`src/hw/link_event_defines.svh`:
```
// Offsets, bit positions and timing counts for the upper event flags
`ifndef LINK_EVENT_DEFINES_SVH
`define LINK_EVENT_DEFINES_SVH
`define EV_SET_OFFSET 8'h80
`define EV_CLR_OFFSET 8'h84
`define EV_BIT_REG_BYTE 26
`define EV_BIT_OVERLONG 25
`define EV_BIT_FATAL 24
`define EV_BIT_MISMATCH 23
`define EV_BIT_MISSED 22
`define EV_BIT_SEC_CHANGE 21
`define EV_BIT_NEW_CYCLE 20
`define EV_BIT_LINE_REQ 19
`define EV_BIT_REINIT 17
`define EV_BIT_ID_DONE 16
`define EV_IMPL_MASK 16'h07fb
`define SEC_WATCH_BIT 6
`define OVERLONG_MIN_US 115
`define OVERLONG_MAX_US 120
`define CLK_MHZ 50
`define OVERLONG_MIN_CYC ((`OVERLONG_MIN_US) * (`CLK_MHZ))
`define OVERLONG_MAX_CYC ((`OVERLONG_MAX_US) * (`CLK_MHZ))
`define OVERLONG_CNT_W 13
`endif

```
`src/hw/link_event_pkg.sv`:
```
// Types shared by the upper event flag block
package link_event_pkg;
  // One cycle event pulses from the link logic
  typedef struct packed {
    logic reg_byte;
    logic fatal;
    logic mismatch_rx;
    logic line_req;
    logic reinit;
    logic id_stream_end;
    logic cycle_start_seen;
    logic cycle_start_sent;
    logic subaction_gap;
  } link_events_s;
  // Overlong cycle watchdog states
  typedef enum logic [1:0] {
    WD_IDLE = 2'b00,
    WD_RUN = 2'b01,
    WD_FIRE = 2'b11
  } wd_state_e;
endpackage

```
`src/hw/overlong_timer.sv`:
```
// Overlong isochronous cycle watchdog
`timescale 1ns/10ps
`include "link_event_defines.svh"
module overlong_timer (
  input wire logic clk_i,
  input wire logic reset_n_i,
  input wire logic start_i,
  input wire logic cancel_i,
  output logic fire_o
);
  link_event_pkg::wd_state_e state_r;
  logic [`OVERLONG_CNT_W-1:0] count_r;
  // Fire at the least time, inside the window
  localparam logic [`OVERLONG_CNT_W-1:0] FIRE_AT = `OVERLONG_CNT_W'(`OVERLONG_MIN_CYC);

  // Count from cycle start; gap or reset cancels
  always_ff @(posedge clk_i) begin
    if (!reset_n_i) begin
      state_r <= link_event_pkg::WD_IDLE;
      count_r <= '0;
      fire_o <= 1'b0;
    end else begin
      fire_o <= 1'b0;
      case (state_r)
        link_event_pkg::WD_IDLE: begin
          count_r <= '0;
          if (start_i) begin
            state_r <= link_event_pkg::WD_RUN;
          end
        end
        link_event_pkg::WD_RUN: begin
          if (cancel_i) begin
            state_r <= link_event_pkg::WD_IDLE;
          end else if (count_r == FIRE_AT - 1'b1) begin
            state_r <= link_event_pkg::WD_FIRE; // RL3
          end else begin
            count_r <= count_r + 1'b1;
          end
        end
        link_event_pkg::WD_FIRE: begin
          fire_o <= 1'b1;
          state_r <= link_event_pkg::WD_IDLE;
        end
        default: begin
          state_r <= link_event_pkg::WD_IDLE;
        end
      endcase
    end
  end
endmodule

```
`src/hw/link_event_flags_upper.sv`:
```
// Upper half of the interrupt event register with set and clear views
// Notes on behaviour
// (RL1) Line chip register byte arrival sets bit 26
// (RL2) Overlong cycle sets bit 25 when originating
// (RL3) Overlong timer fires 115 to 120 us
// (RL4) Overlong event clears cycle originator enable
// (RL5) Subunit halting error sets bit 24
// (RL6) Fatal flag blocks offending contexts' interrupts
// (RL7) Received cycle start mismatch sets bit 23
// (RL8) Host write to timer fields sets 23; the code sets it only when the write changed sec or count
// (RL9) No cycle start between ticks sets 22
// (RL10) Seconds counter bit 6 change sets 21
// (RL11) Cycle count LSB toggle sets 20
// (RL12) Line chip status interrupt sets bit 19
// (RL13) Line chip bus reset sets bit 17
// (RL14) Self-ID end sets 16 if capture enabled
// (RL15) Bus reset flag set clears bit 16
// (RL16) Set/clear by writing ones; zeros ignored
// (RL17) Set view raw, clear view masked
// (RL18) Interrupt when any enabled flag set
// (RL19) Bus reset clear ignored during self-ID
// (RL20) Reserved bits read zero, writes ignored
`timescale 1ns/10ps
`include "link_event_defines.svh"
module link_event_flags_upper (
  input wire logic clk_i,
  input wire logic reset_n_i,
  input wire logic [7:0] reg_addr_i, // Byte offset of access
  input wire logic reg_wr_i, // Write strobe
  input wire logic reg_rd_i, // Read strobe
  input wire logic [31:0] reg_wdata_i, // Write data
  output logic [31:0] reg_rdata_o, // Read data, registered
  input wire logic [15:0] interrupt_enable_mask_i, // Mask bits 31:16
  input wire link_event_pkg::link_events_s events_i, // Source pulses
  input wire logic selfid_phase_i, // Self-ID phase in progress
  input wire logic capture_id_packets_enable_i, // Link settings bit 9
  input wire logic cycle_originator_set_i, // Software sets originator enable
  input wire logic cycle_originator_clr_i, // Software clears originator enable
  input wire logic [6:0] cycle_timer_sec_field_i, // Running seconds count
  input wire logic [12:0] cycle_timer_cnt_field_i, // Running cycle count
  input wire logic timer_host_write_i, // Host wrote the cycle timer
  input wire logic timer_host_changed_i, // That write changed sec or count
  input wire logic ctx_event_i, // Normal context interrupt request
  input wire logic ctx_is_culprit_i, // That context caused the fatal halt
  output logic ctx_event_o, // Context interrupt passed on
  output logic cycle_originator_enable_o, // Link settings bit 21
  output logic irq_o // Processor interrupt
);
  logic [15:0] interrupt_event_reg; // Flags for bits 31:16
  logic [15:0] hw_set; // Hardware set terms this cycle
  logic [15:0] sw_set; // Software set terms
  logic [15:0] sw_clr; // Software clear terms
  logic [15:0] ev_nxt;
  logic sec_bit_r; // Last watched seconds bit
  logic cnt_lsb_r; // Last cycle count lsb
  logic tick_primed_r; // A first tick has been seen
  logic start_since_tick_r; // Cycle start seen since last tick
  logic new_tick;
  logic overlong_fire;
  logic wr_set;
  logic wr_clr;

  // Watchdog starts on a sent start while idle, ignores later ones; gap or reset stop it
  overlong_timer u_overlong (
    .clk_i(clk_i),
    .reset_n_i(reset_n_i),
    .start_i(events_i.cycle_start_sent),
    .cancel_i(events_i.subaction_gap | events_i.reinit),
    .fire_o(overlong_fire)
  );

  // Address decode of the two views
  always_comb begin
    wr_set = 1'b0;
    wr_clr = 1'b0;
    if (reg_wr_i && reg_addr_i == `EV_SET_OFFSET) begin
      wr_set = 1'b1;
    end else if (reg_wr_i && reg_addr_i == `EV_CLR_OFFSET) begin
      wr_clr = 1'b1;
    end
  end

  assign new_tick = cycle_timer_cnt_field_i[0] ^ cnt_lsb_r;

  // Edge trackers for the timer fields
  always_ff @(posedge clk_i) begin
    if (!reset_n_i) begin
      sec_bit_r <= 1'b0;
      cnt_lsb_r <= 1'b0;
    end else begin
      sec_bit_r <= cycle_timer_sec_field_i[`SEC_WATCH_BIT];
      cnt_lsb_r <= cycle_timer_cnt_field_i[0];
    end
  end

  // Lost cycle tracker between consecutive ticks
  always_ff @(posedge clk_i) begin
    if (!reset_n_i) begin
      tick_primed_r <= 1'b0;
      start_since_tick_r <= 1'b0;
    end else if (new_tick) begin
      tick_primed_r <= 1'b1;
      start_since_tick_r <= events_i.cycle_start_seen | events_i.cycle_start_sent;
    end else if (events_i.cycle_start_seen || events_i.cycle_start_sent) begin
      start_since_tick_r <= 1'b1;
    end
  end

  // Hardware set sources
  always_comb begin
    hw_set = 16'h0000;
    hw_set[`EV_BIT_REG_BYTE-16] = events_i.reg_byte; // RL1
    hw_set[`EV_BIT_OVERLONG-16] = overlong_fire & cycle_originator_enable_o; // RL2
    hw_set[`EV_BIT_FATAL-16] = events_i.fatal; // RL5
    hw_set[`EV_BIT_MISMATCH-16] = events_i.mismatch_rx // RL7
      | (timer_host_write_i & timer_host_changed_i); // RL8
    hw_set[`EV_BIT_MISSED-16] = new_tick & tick_primed_r & ~start_since_tick_r; // RL9
    hw_set[`EV_BIT_SEC_CHANGE-16] = cycle_timer_sec_field_i[`SEC_WATCH_BIT] ^ sec_bit_r; // RL10
    hw_set[`EV_BIT_NEW_CYCLE-16] = new_tick; // RL11
    hw_set[`EV_BIT_LINE_REQ-16] = events_i.line_req; // RL12
    hw_set[`EV_BIT_REINIT-16] = events_i.reinit; // RL13
    hw_set[`EV_BIT_ID_DONE-16] = events_i.id_stream_end & capture_id_packets_enable_i; // RL14
  end

  // Software set and clear terms, reserved bits masked off
  always_comb begin
    sw_set = wr_set ? (reg_wdata_i[31:16] & `EV_IMPL_MASK) : 16'h0000; // RL16 RL20
    sw_clr = wr_clr ? (reg_wdata_i[31:16] & `EV_IMPL_MASK) : 16'h0000; // RL16 RL20
    if (selfid_phase_i) begin
      sw_clr[`EV_BIT_REINIT-16] = 1'b0; // RL19
    end
  end

  // Set wins over clear; bus reset entry forces self-ID done low
  always_comb begin
    ev_nxt = (interrupt_event_reg & ~sw_clr) | hw_set | sw_set;
    if (hw_set[`EV_BIT_REINIT-16]) begin
      ev_nxt[`EV_BIT_ID_DONE-16] = 1'b0; // RL15
    end
  end

  // Event flags; reset value is a defined zero
  always_ff @(posedge clk_i) begin
    if (!reset_n_i) begin
      interrupt_event_reg <= 16'h0000;
    end else begin
      interrupt_event_reg <= ev_nxt; // RL16
    end
  end

  // Originator enable, dropped by the overlong event
  always_ff @(posedge clk_i) begin
    if (!reset_n_i) begin
      cycle_originator_enable_o <= 1'b0;
    end else if (overlong_fire && cycle_originator_enable_o) begin
      cycle_originator_enable_o <= 1'b0; // RL4
    end else if (cycle_originator_set_i) begin
      cycle_originator_enable_o <= 1'b1;
    end else if (cycle_originator_clr_i) begin
      cycle_originator_enable_o <= 1'b0;
    end
  end

  // Context interrupts gated while their fatal halt is flagged
  always_ff @(posedge clk_i) begin
    if (!reset_n_i) begin
      ctx_event_o <= 1'b0;
    end else begin
      ctx_event_o <= ctx_event_i & ~(ctx_is_culprit_i & interrupt_event_reg[`EV_BIT_FATAL-16]); // RL6
    end
  end

  // Read views; one cycle latency
  always_ff @(posedge clk_i) begin
    if (!reset_n_i) begin
      reg_rdata_o <= 32'h0000_0000;
    end else if (reg_rd_i && reg_addr_i == `EV_SET_OFFSET) begin
      reg_rdata_o <= {interrupt_event_reg, 16'h0000}; // RL17
    end else if (reg_rd_i && reg_addr_i == `EV_CLR_OFFSET) begin
      reg_rdata_o <= {interrupt_event_reg & interrupt_enable_mask_i, 16'h0000}; // RL17
    end else if (reg_rd_i) begin
      reg_rdata_o <= 32'h0000_0000;
    end
  end

  // Interrupt registered from the next flags, changing in the same cycle as them
  always_ff @(posedge clk_i) begin
    if (!reset_n_i) begin
      irq_o <= 1'b0;
    end else begin
      irq_o <= |(ev_nxt & interrupt_enable_mask_i); // RL18
    end
  end

  // Checks
  sw_set_a: assert property (@(posedge clk_i) disable iff (!reset_n_i)
    wr_set && reg_wdata_i[`EV_BIT_LINE_REQ] |=> interrupt_event_reg[`EV_BIT_LINE_REQ-16]) // RL16
    else $error("Set write did not set flag");
  reinit_clr_a: assert property (@(posedge clk_i) disable iff (!reset_n_i)
    events_i.reinit |=> interrupt_event_reg[`EV_BIT_REINIT-16] && !interrupt_event_reg[`EV_BIT_ID_DONE-16]) // RL15
    else $error("Bus reset entry did not clear id done");
  clr_block_a: assert property (@(posedge clk_i) disable iff (!reset_n_i)
    selfid_phase_i && interrupt_event_reg[`EV_BIT_REINIT-16] |=> interrupt_event_reg[`EV_BIT_REINIT-16]) // RL19
    else $error("Bus reset flag cleared during self-ID");
  reserved_zero_a: assert property (@(posedge clk_i) disable iff (!reset_n_i)
    interrupt_event_reg[2] == 1'b0 && interrupt_event_reg[15:11] == 5'h00) // RL20
    else $error("Reserved bit set");
  irq_follow_a: assert property (@(posedge clk_i) disable iff (!reset_n_i)
    ##1 irq_o == |(interrupt_event_reg & $past(interrupt_enable_mask_i))) // RL18
    else $error("Interrupt does not match enabled flags");
  masked_read_a: assert property (@(posedge clk_i) disable iff (!reset_n_i)
    reg_rd_i && reg_addr_i == `EV_CLR_OFFSET |=>
    reg_rdata_o[31:16] == ($past(interrupt_event_reg) & $past(interrupt_enable_mask_i))) // RL17
    else $error("Masked read wrong");
  overlong_drop_a: assert property (@(posedge clk_i) disable iff (!reset_n_i)
    overlong_fire && cycle_originator_enable_o |=> !cycle_originator_enable_o
    && interrupt_event_reg[`EV_BIT_OVERLONG-16]) // RL4
    else $error("Overlong did not drop originator");
  tick_flag_a: assert property (@(posedge clk_i) disable iff (!reset_n_i)
    $changed(cycle_timer_cnt_field_i[0]) |=> interrupt_event_reg[`EV_BIT_NEW_CYCLE-16]) // RL11
    else $error("New cycle flag missed");
  fatal_gate_a: assert property (@(posedge clk_i) disable iff (!reset_n_i)
    ctx_is_culprit_i && interrupt_event_reg[`EV_BIT_FATAL-16] |=> !ctx_event_o) // RL6
    else $error("Blocked context interrupt passed");
  cov_irq_c: cover property (@(posedge clk_i) disable iff (!reset_n_i) $rose(irq_o));
  cov_over_c: cover property (@(posedge clk_i) disable iff (!reset_n_i) overlong_fire);
  cov_lost_c: cover property (@(posedge clk_i) disable iff (!reset_n_i) hw_set[`EV_BIT_MISSED-16]);
endmodule

```
`config.mk`:
```
export PLATFORM = sky130hd
export DESIGN_NAME = link_event_flags_upper
export DESIGN_NICKNAME = d
export VERILOG_FILES = /design/src/hw/link_event_pkg.sv /design/src/hw/overlong_timer.sv /design/src/hw/link_event_flags_upper.sv
export VERILOG_INCLUDE_DIRS = /design/src /design/src/hw
export SDC_FILE = /design/constraint.sdc
export NUM_CORES = 1
export LEC_CHECK = 0
export ABC_AREA = 1
export BUFFER_PORTS_ARGS = -buffer_cell sky130_fd_sc_hd__buf_2
export CAP_MARGIN = 30
export CORE_MARGIN = 1.5
export CORE_UTILIZATION = 45
export DETAILED_ROUTE_END_ITERATION = 10
export PLACE_DENSITY = 0.8
export SYNTH_ARGS = -nofsm -noshare
export SYNTH_HDL_FRONTEND = slang
export SYNTH_SLANG_ARGS = --single-unit
```
`constraint.sdc`:
```
create_clock -name clk_i -period 1.7 [get_ports clk_i]
set_clock_uncertainty 0.05 [all_clocks]
set_input_delay 0.34 -clock clk_i [delete_from_list [all_inputs] [get_ports clk_i]]
set_output_delay 0.34 -clock clk_i [all_outputs]
set_load 0.005 [all_outputs]
```
==> results.cfg, run 1 <==
[status]
status = finished clean

[finish]
largest_register_ffs = 13
stdcell_area_um2 = 2990
ff_latch_area_um2 = 861
drive_gt1_share_pct = 22.4
syn_to_final_growth_pct = 21.0
antenna_cells = 0
nFillCells = 505
multi_input_area_um2 = 1230
layout.nets = 549

[critical_path]
endpoint = u_overlong.count_r[2]
worstRegToRegCells = 10
cp_max_fo = 9
startpoint = u_overlong.count_r[1]
critPathKind = register to register
r2r_slack_ps = 130
regToRegEndpoint = u_overlong.count_r[2]
start_kind = register
worstPathArrival_ps = 1710
r2r_start = u_overlong.count_r[1]
worst_ep_required_time_ps = 1840
endpoint_kind = register

[synthesis]
syn_inst = 374
synthArstFlopShare_pct = 0
synth_edf_count = 0
synth_top_area_share_pct = 34.9
seq_area_frac_synth_pct = 34.9
synthAdderAreaFrac_pct = 1.01
ys_ff_latch = 43
yosys-mux-area-fraction_pct = 0
synth_compound_area_share_pct = 13.3
yosys-top-cells-count = nand2_1 (87), inv_1 (64), dfxtp_1 (43), a21oi_1 (31), nor2_1 (30)
ys_warn_count = 0
yosysTopAreaCell = dfxtp_1
syn_avg_cell_area_um2 = 6.60
synthTopCellsByArea = dfxtp_1 (35%), nand2_1 (13%), inv_1 (9.7%)
synth_most_common_cell = nand2_1
synth_top_family_by_area = simple AND/OR/NAND/NOR gates
synthSimpleGateAreaFrac_pct = 29.3
synth_flop_cell = dfxtp_1
syn_area_um2 = 2470
synthXorXnorAreaFrac_pct = 2.48
yosysUniqueCellTypes = 29

[min_path]
hold_class = input pin to register

[sta]
max_freq_ghz = 0.635
finalMaxSlewViolations = 0
finalSetupViolCount = 0
finalHoldViolCount = 0
fin_crit_ps = 1570
rsz0062_at_grt = true
finalWorstSetupSlack_ps = 126
period_share_pct = 92.6

[routing]
drc_errors = 0
avgViaCountPerCell = 4.69
via_count = 2444
wire_per_inst_um = 10.9
ant_nets = 0
routed_wl_mm = 5.69
dr.first_iter.drc_count = 93
drt-pass1-iter-count = 4

[floorplanning]
die_w_um = 77.1
core_um2 = 5200
die_area_um2 = 5940
io_pins = 132
rows = 26
fp.dieH_um = 77.1
start_util_pct = 47.5

[power]
finalPower_w = 0.00216
p_per_area_nw_per_um2 = 724
power_leakage_nw = 1.51
ir_worst_vdd_mv = 0.416

[clock_tree]
cts_sinks = 43
cts_tree = built
clkLatencyLatePin_ps = 300
cts_made_buffers = 5
postCtsSetupBuffers = 0
postCtsHoldBufs = 0
clockBufferDepth = 2
cts-resized-gates = 0
clk_pin_slew_worst_paths_ps = 90
htreeDepth = 2
cts_root_buf = clkbuf_8

[grt]
grt-busiest-layer = met2
grt_max_degree = 20
antenna_found_initial = 0
grt_pass1_wl_mm = 9.30
grt_pass1_vias = 2264
globalRouteMet2Util_pct = 36.6
grt_use_total_pct = 19.1
use_met1_pct = 20.8
grtUsageMet3_pct = 4.52
gr-total-overflow = 0

[place]
gp_congestion = 0.942
io_buffers = 63
dpl_cell_area_um2 = 2860
hpwl_mm = 4.31
place_ws_ps = -42.3

[flow_run]
maxCapViolCount = 0
## critical path, cell delays in order, from the launching register on
cell and delay [ps]:
dfxtp_1 320, inv_1 80, ha_1 160, inv_1 50, nor4_1 160, nand3_1 160, nand2_2 120, nand2_4 110
nand2_1 110, a21oi_1 70, o21a_1 100
## cell type report
type | count | area share (%)
Multi-Input combinational cell | 255 | 41.3
Sequential cell | 43 | 28.8
Timing Repair Buffer | 80 | 14.8
Inverter | 65 | 8.33
Tap cell | 70 | 2.93
Clock buffer | 5 | 2.30
Clock inverter | 3 | 1.47
## layout by cell type (no fill, tap or decap), types with 3 or more instances in the layout
master    Yosys  routed
nand4_1       5       5
xor2_1        5       5
o211ai_1      9       9
clkbuf_8      0       5
o21ai_0      11      11
dfxtp_1      43      43
buf_2         1      63
inv_1        64      64
o21ai_1       3       3
nand2_1      87      85
nand2_2       4       4
nor2_1       30      30
nor3_1        6       6
a21oi_1      31      31
a31oi_1       3       3
buf_4        24      17
conb_1        1      22
nand3_1      23      23
## metrics by stage
stage	setup TNS (ps)	hold slack (ps)	utilization, %	cells
after floorplan	0	373	-	395
after global placement	0	388	55.0	513
after detailed placement	-42.3	398	55.0	513
after CTS	0	149	57.1	521
after global routing	-39.4	144	57.4	521
final	0	154	57.4	521
## per-layer routing
metal / routed length (um) / up-vias
li1: - / 1286
met4: 43 / 0
met5: 0 / -
met1: 2450 / 1065
met2: 2770 / 86
met3: 419 / 7
## cells by family after synthesis
group / count (synthesis)
AOI/OAI and AO/OA: 59
xor gates and xnor gates: 7
adders and majority gates: 2
buffers and inverters: 97
DFF: 43
other: 1
and+or+nand+nor: 165
## worst min path at each step
stage	slack, ps	start	depth (start not counted)	endpoint
6_report	150	ctx_is_culprit_i	2	ctx_event_o
5_1_grt	140	ctx_is_culprit_i	2	ctx_event_o
4_1_cts	150	ctx_is_culprit_i	2	ctx_event_o
3_5_place_dp	400	u_overlong.state_r[0]	2	u_overlong.fire_o
3_3_place_gp	390	u_overlong.state_r[0]	2	u_overlong.fire_o
2_1_floorplan	370	u_overlong.state_r[0]	2	u_overlong.fire_o
## where the power goes
part / internal, W / total, W / switching, W
Clock: 0.000438 / 0.000801 / 0.000364
Sequential: 0.00105 / 0.00107 / 0.0000204
Combinational: 0.000122 / 0.000296 / 0.000174
Note: power is estimated with default switching activity, not from simulation.
==> run 2: changes to the inputs <==
--- a/config.mk
+++ b/config.mk
@@ -13,6 +13,7 @@
 export CORE_UTILIZATION = 45
 export DETAILED_ROUTE_END_ITERATION = 10
 export PLACE_DENSITY = 0.8
+export SETUP_SLACK_MARGIN = 0.2
 export SYNTH_ARGS = -nofsm -noshare
 export SYNTH_HDL_FRONTEND = slang
 export SYNTH_SLANG_ARGS = --single-unit
==> run 2 against run 1 <==
Compared with the run above: first-iteration DRC count grew 9.7%; routed wire length grew 7.7%; combinational power increased by 11%; critical path depth did not move; critical path type unchanged.
==> results.cfg, run 2 (synthesis results as in run 1) <==
[sta]
finalMaxSlewViolations = 0
period_share_pct = 91.4
max_freq_ghz = 0.644
rsz0062_at_grt = true
finalWorstSetupSlack_ps = 147
finalSetupViolCount = 0
finalHoldViolCount = 0
fin_crit_ps = 1550
tns_ps = 0

[min_path]
min_from = ctx_is_culprit_i
hold_class = input pin to register

[flow_run]
maxCapViolCount = 0

[floorplanning]
rows = 26
core_um2 = 5200
die_w_um = 77.1
start_util_pct = 47.5
io_pins = 132
die_area_um2 = 5940
fp.dieH_um = 77.1

[power]
p_per_area_nw_per_um2 = 689
ir_worst_vdd_mv = 0.382
power_leakage_nw = 1.57

[grt]
antenna_found_initial = 0
grt_max_degree = 20
grt_pass1_wl_mm = 9.48
grt_use_total_pct = 19.5
grt_pass1_vias = 2293
gr-total-overflow = 0

[critical_path]
start_kind = register
r2r_start = u_overlong.count_r[1]
crit_slowest_cell = dfxtp_2
worstPathArrival_ps = 1690
cp_max_fo = 5
path_cells = inv_2 -> ha_4 -> inv_2 -> nor4_2 -> nand3_1 -> nand2_2 -> nand2_4 -> nand2_1 -> a21oi_1 -> o21a_1
worst_ep_required_time_ps = 1840
r2r_slack_ps = 150
startpoint = u_overlong.count_r[1]
endpoint_kind = register
critPathKind = register to register
crit_top_cell = inv_2
cpPeakStageDelay_ps = 330

[place]
place_ws_ps = -42.3
placedCellCount = 513
hpwl_mm = 4.31
io_buffers = 63
gp_congestion = 0.942

[finish]
drive_gt1_share_pct = 31.2
nFillCells = 466
antenna_cells = 0
layout_common_cells = nand2_1 (75), buf_2 (59), inv_1 (54), dfxtp_1 (39), a21oi_1 (30)
layout.nets = 557
syn_to_final_growth_pct = 28.8
instances_no_fill = 529
final_common_cell = nand2_1
largest_register_ffs = 13

[status]
status = finished clean

[routing]
wire_per_inst_um = 11.6
via_count = 2513
ant_nets = 0
dr.first_iter.drc_count = 102
routed_wl_mm = 6.13
drt-pass1-iter-count = 4
drc_errors = 0
avgViaCountPerCell = 4.75

[clock_tree]
cts_sinks = 43
cts_made_buffers = 5
cts_root_buf = clkbuf_8
clockBufferDepth = 2
postCtsHoldBufs = 0
htreeDepth = 2
cts_tree = built
clk_pin_slew_worst_paths_ps = 90
clkLatencyLatePin_ps = 300
## run 2: cell count changes in the layout (fill, tap and decap cells not counted), moves of 3 or more
cell	change
buf_2	-4
buf_4	+5
buf_6	+6
dfxtp_1	-4
dfxtp_2	+3
inv_1	-10
inv_2	+10
nand2_1	-10
nand2_2	+10
o21ai_0	-3
## run 2: report_power, final
| part | total, W | internal [W] | switching, W |
|---|---|---|---|
| registers | 0.00107 | 0.00105 | 0.0000214 |
| logic | 0.000328 | 0.000139 | 0.000190 |
| clock network | 0.000798 | 0.000438 | 0.000360 |
| total | 0.00219 | 0.00162 | 0.000571 |
## run 2: worst max-delay path: cells and delay by family (launching register included)
family	cells	cell delay [ps]
buf+inv	2	90
simple gates	5	690
fa+ha+maj	1	130
compound gates	2	170
flops	1	330
## run 2: path summary, 6_finish.rpt
path / to / cells after the start
hold / removal: ctx_event_o / 2
setup / recovery: u_overlong.count_r[2] / 10
setup reg to reg: u_overlong.count_r[2] / 10
hold reg to reg: u_overlong.fire_o / 2
## run 2: layout make-up
type	count	area, um^2	area share (%)
Sequential cell	43	868	27.3
Timing Repair Buffer	87	528	16.6
Clock inverter	3	43.8	1.38
Inverter	65	249	7.83
Clock buffer	5	68.8	2.16
Tap cell	70	87.6	2.75
Multi-Input combinational cell	256	1340	42.0
## run 2: layer usage
| metal | wire length, um | global-route usage (%) | vias up |
|---|---|---|---|
| li1 | - | - | 1300 |
| met1 | 2580 | 21.3 | 1116 |
| met2 | 3120 | 37.3 | 90 |
| met3 | 384 | 4.64 | 7 |
| met4 | 42 | 5.45 | 0 |
| met5 | 0 | 0 | - |
## run 2: metrics by stage
step           cell area (um^2)  util [%]  hold slack (ps)  power (W)
6_report                   3180      61.1              156    0.00219
5_1_grt                    3180      61.1              143    0.00230
4_1_cts                    3040      58.4              149    0.00219
3_5_place_dp               2860      55.0              398    0.00138
3_3_place_gp               2860      55.0              388    0.00137
2_1_floorplan              2550         -              373    0.00129
## run 2: repair_timing
item / 4_1_cts / 5_1_grt
buffers inserted: 3 / 4
gates cloned: 1 / 0
gates resized for setup: 14 / 40
pin swaps: 1 / 27
endpoints found under the setup margin: 14 / 15
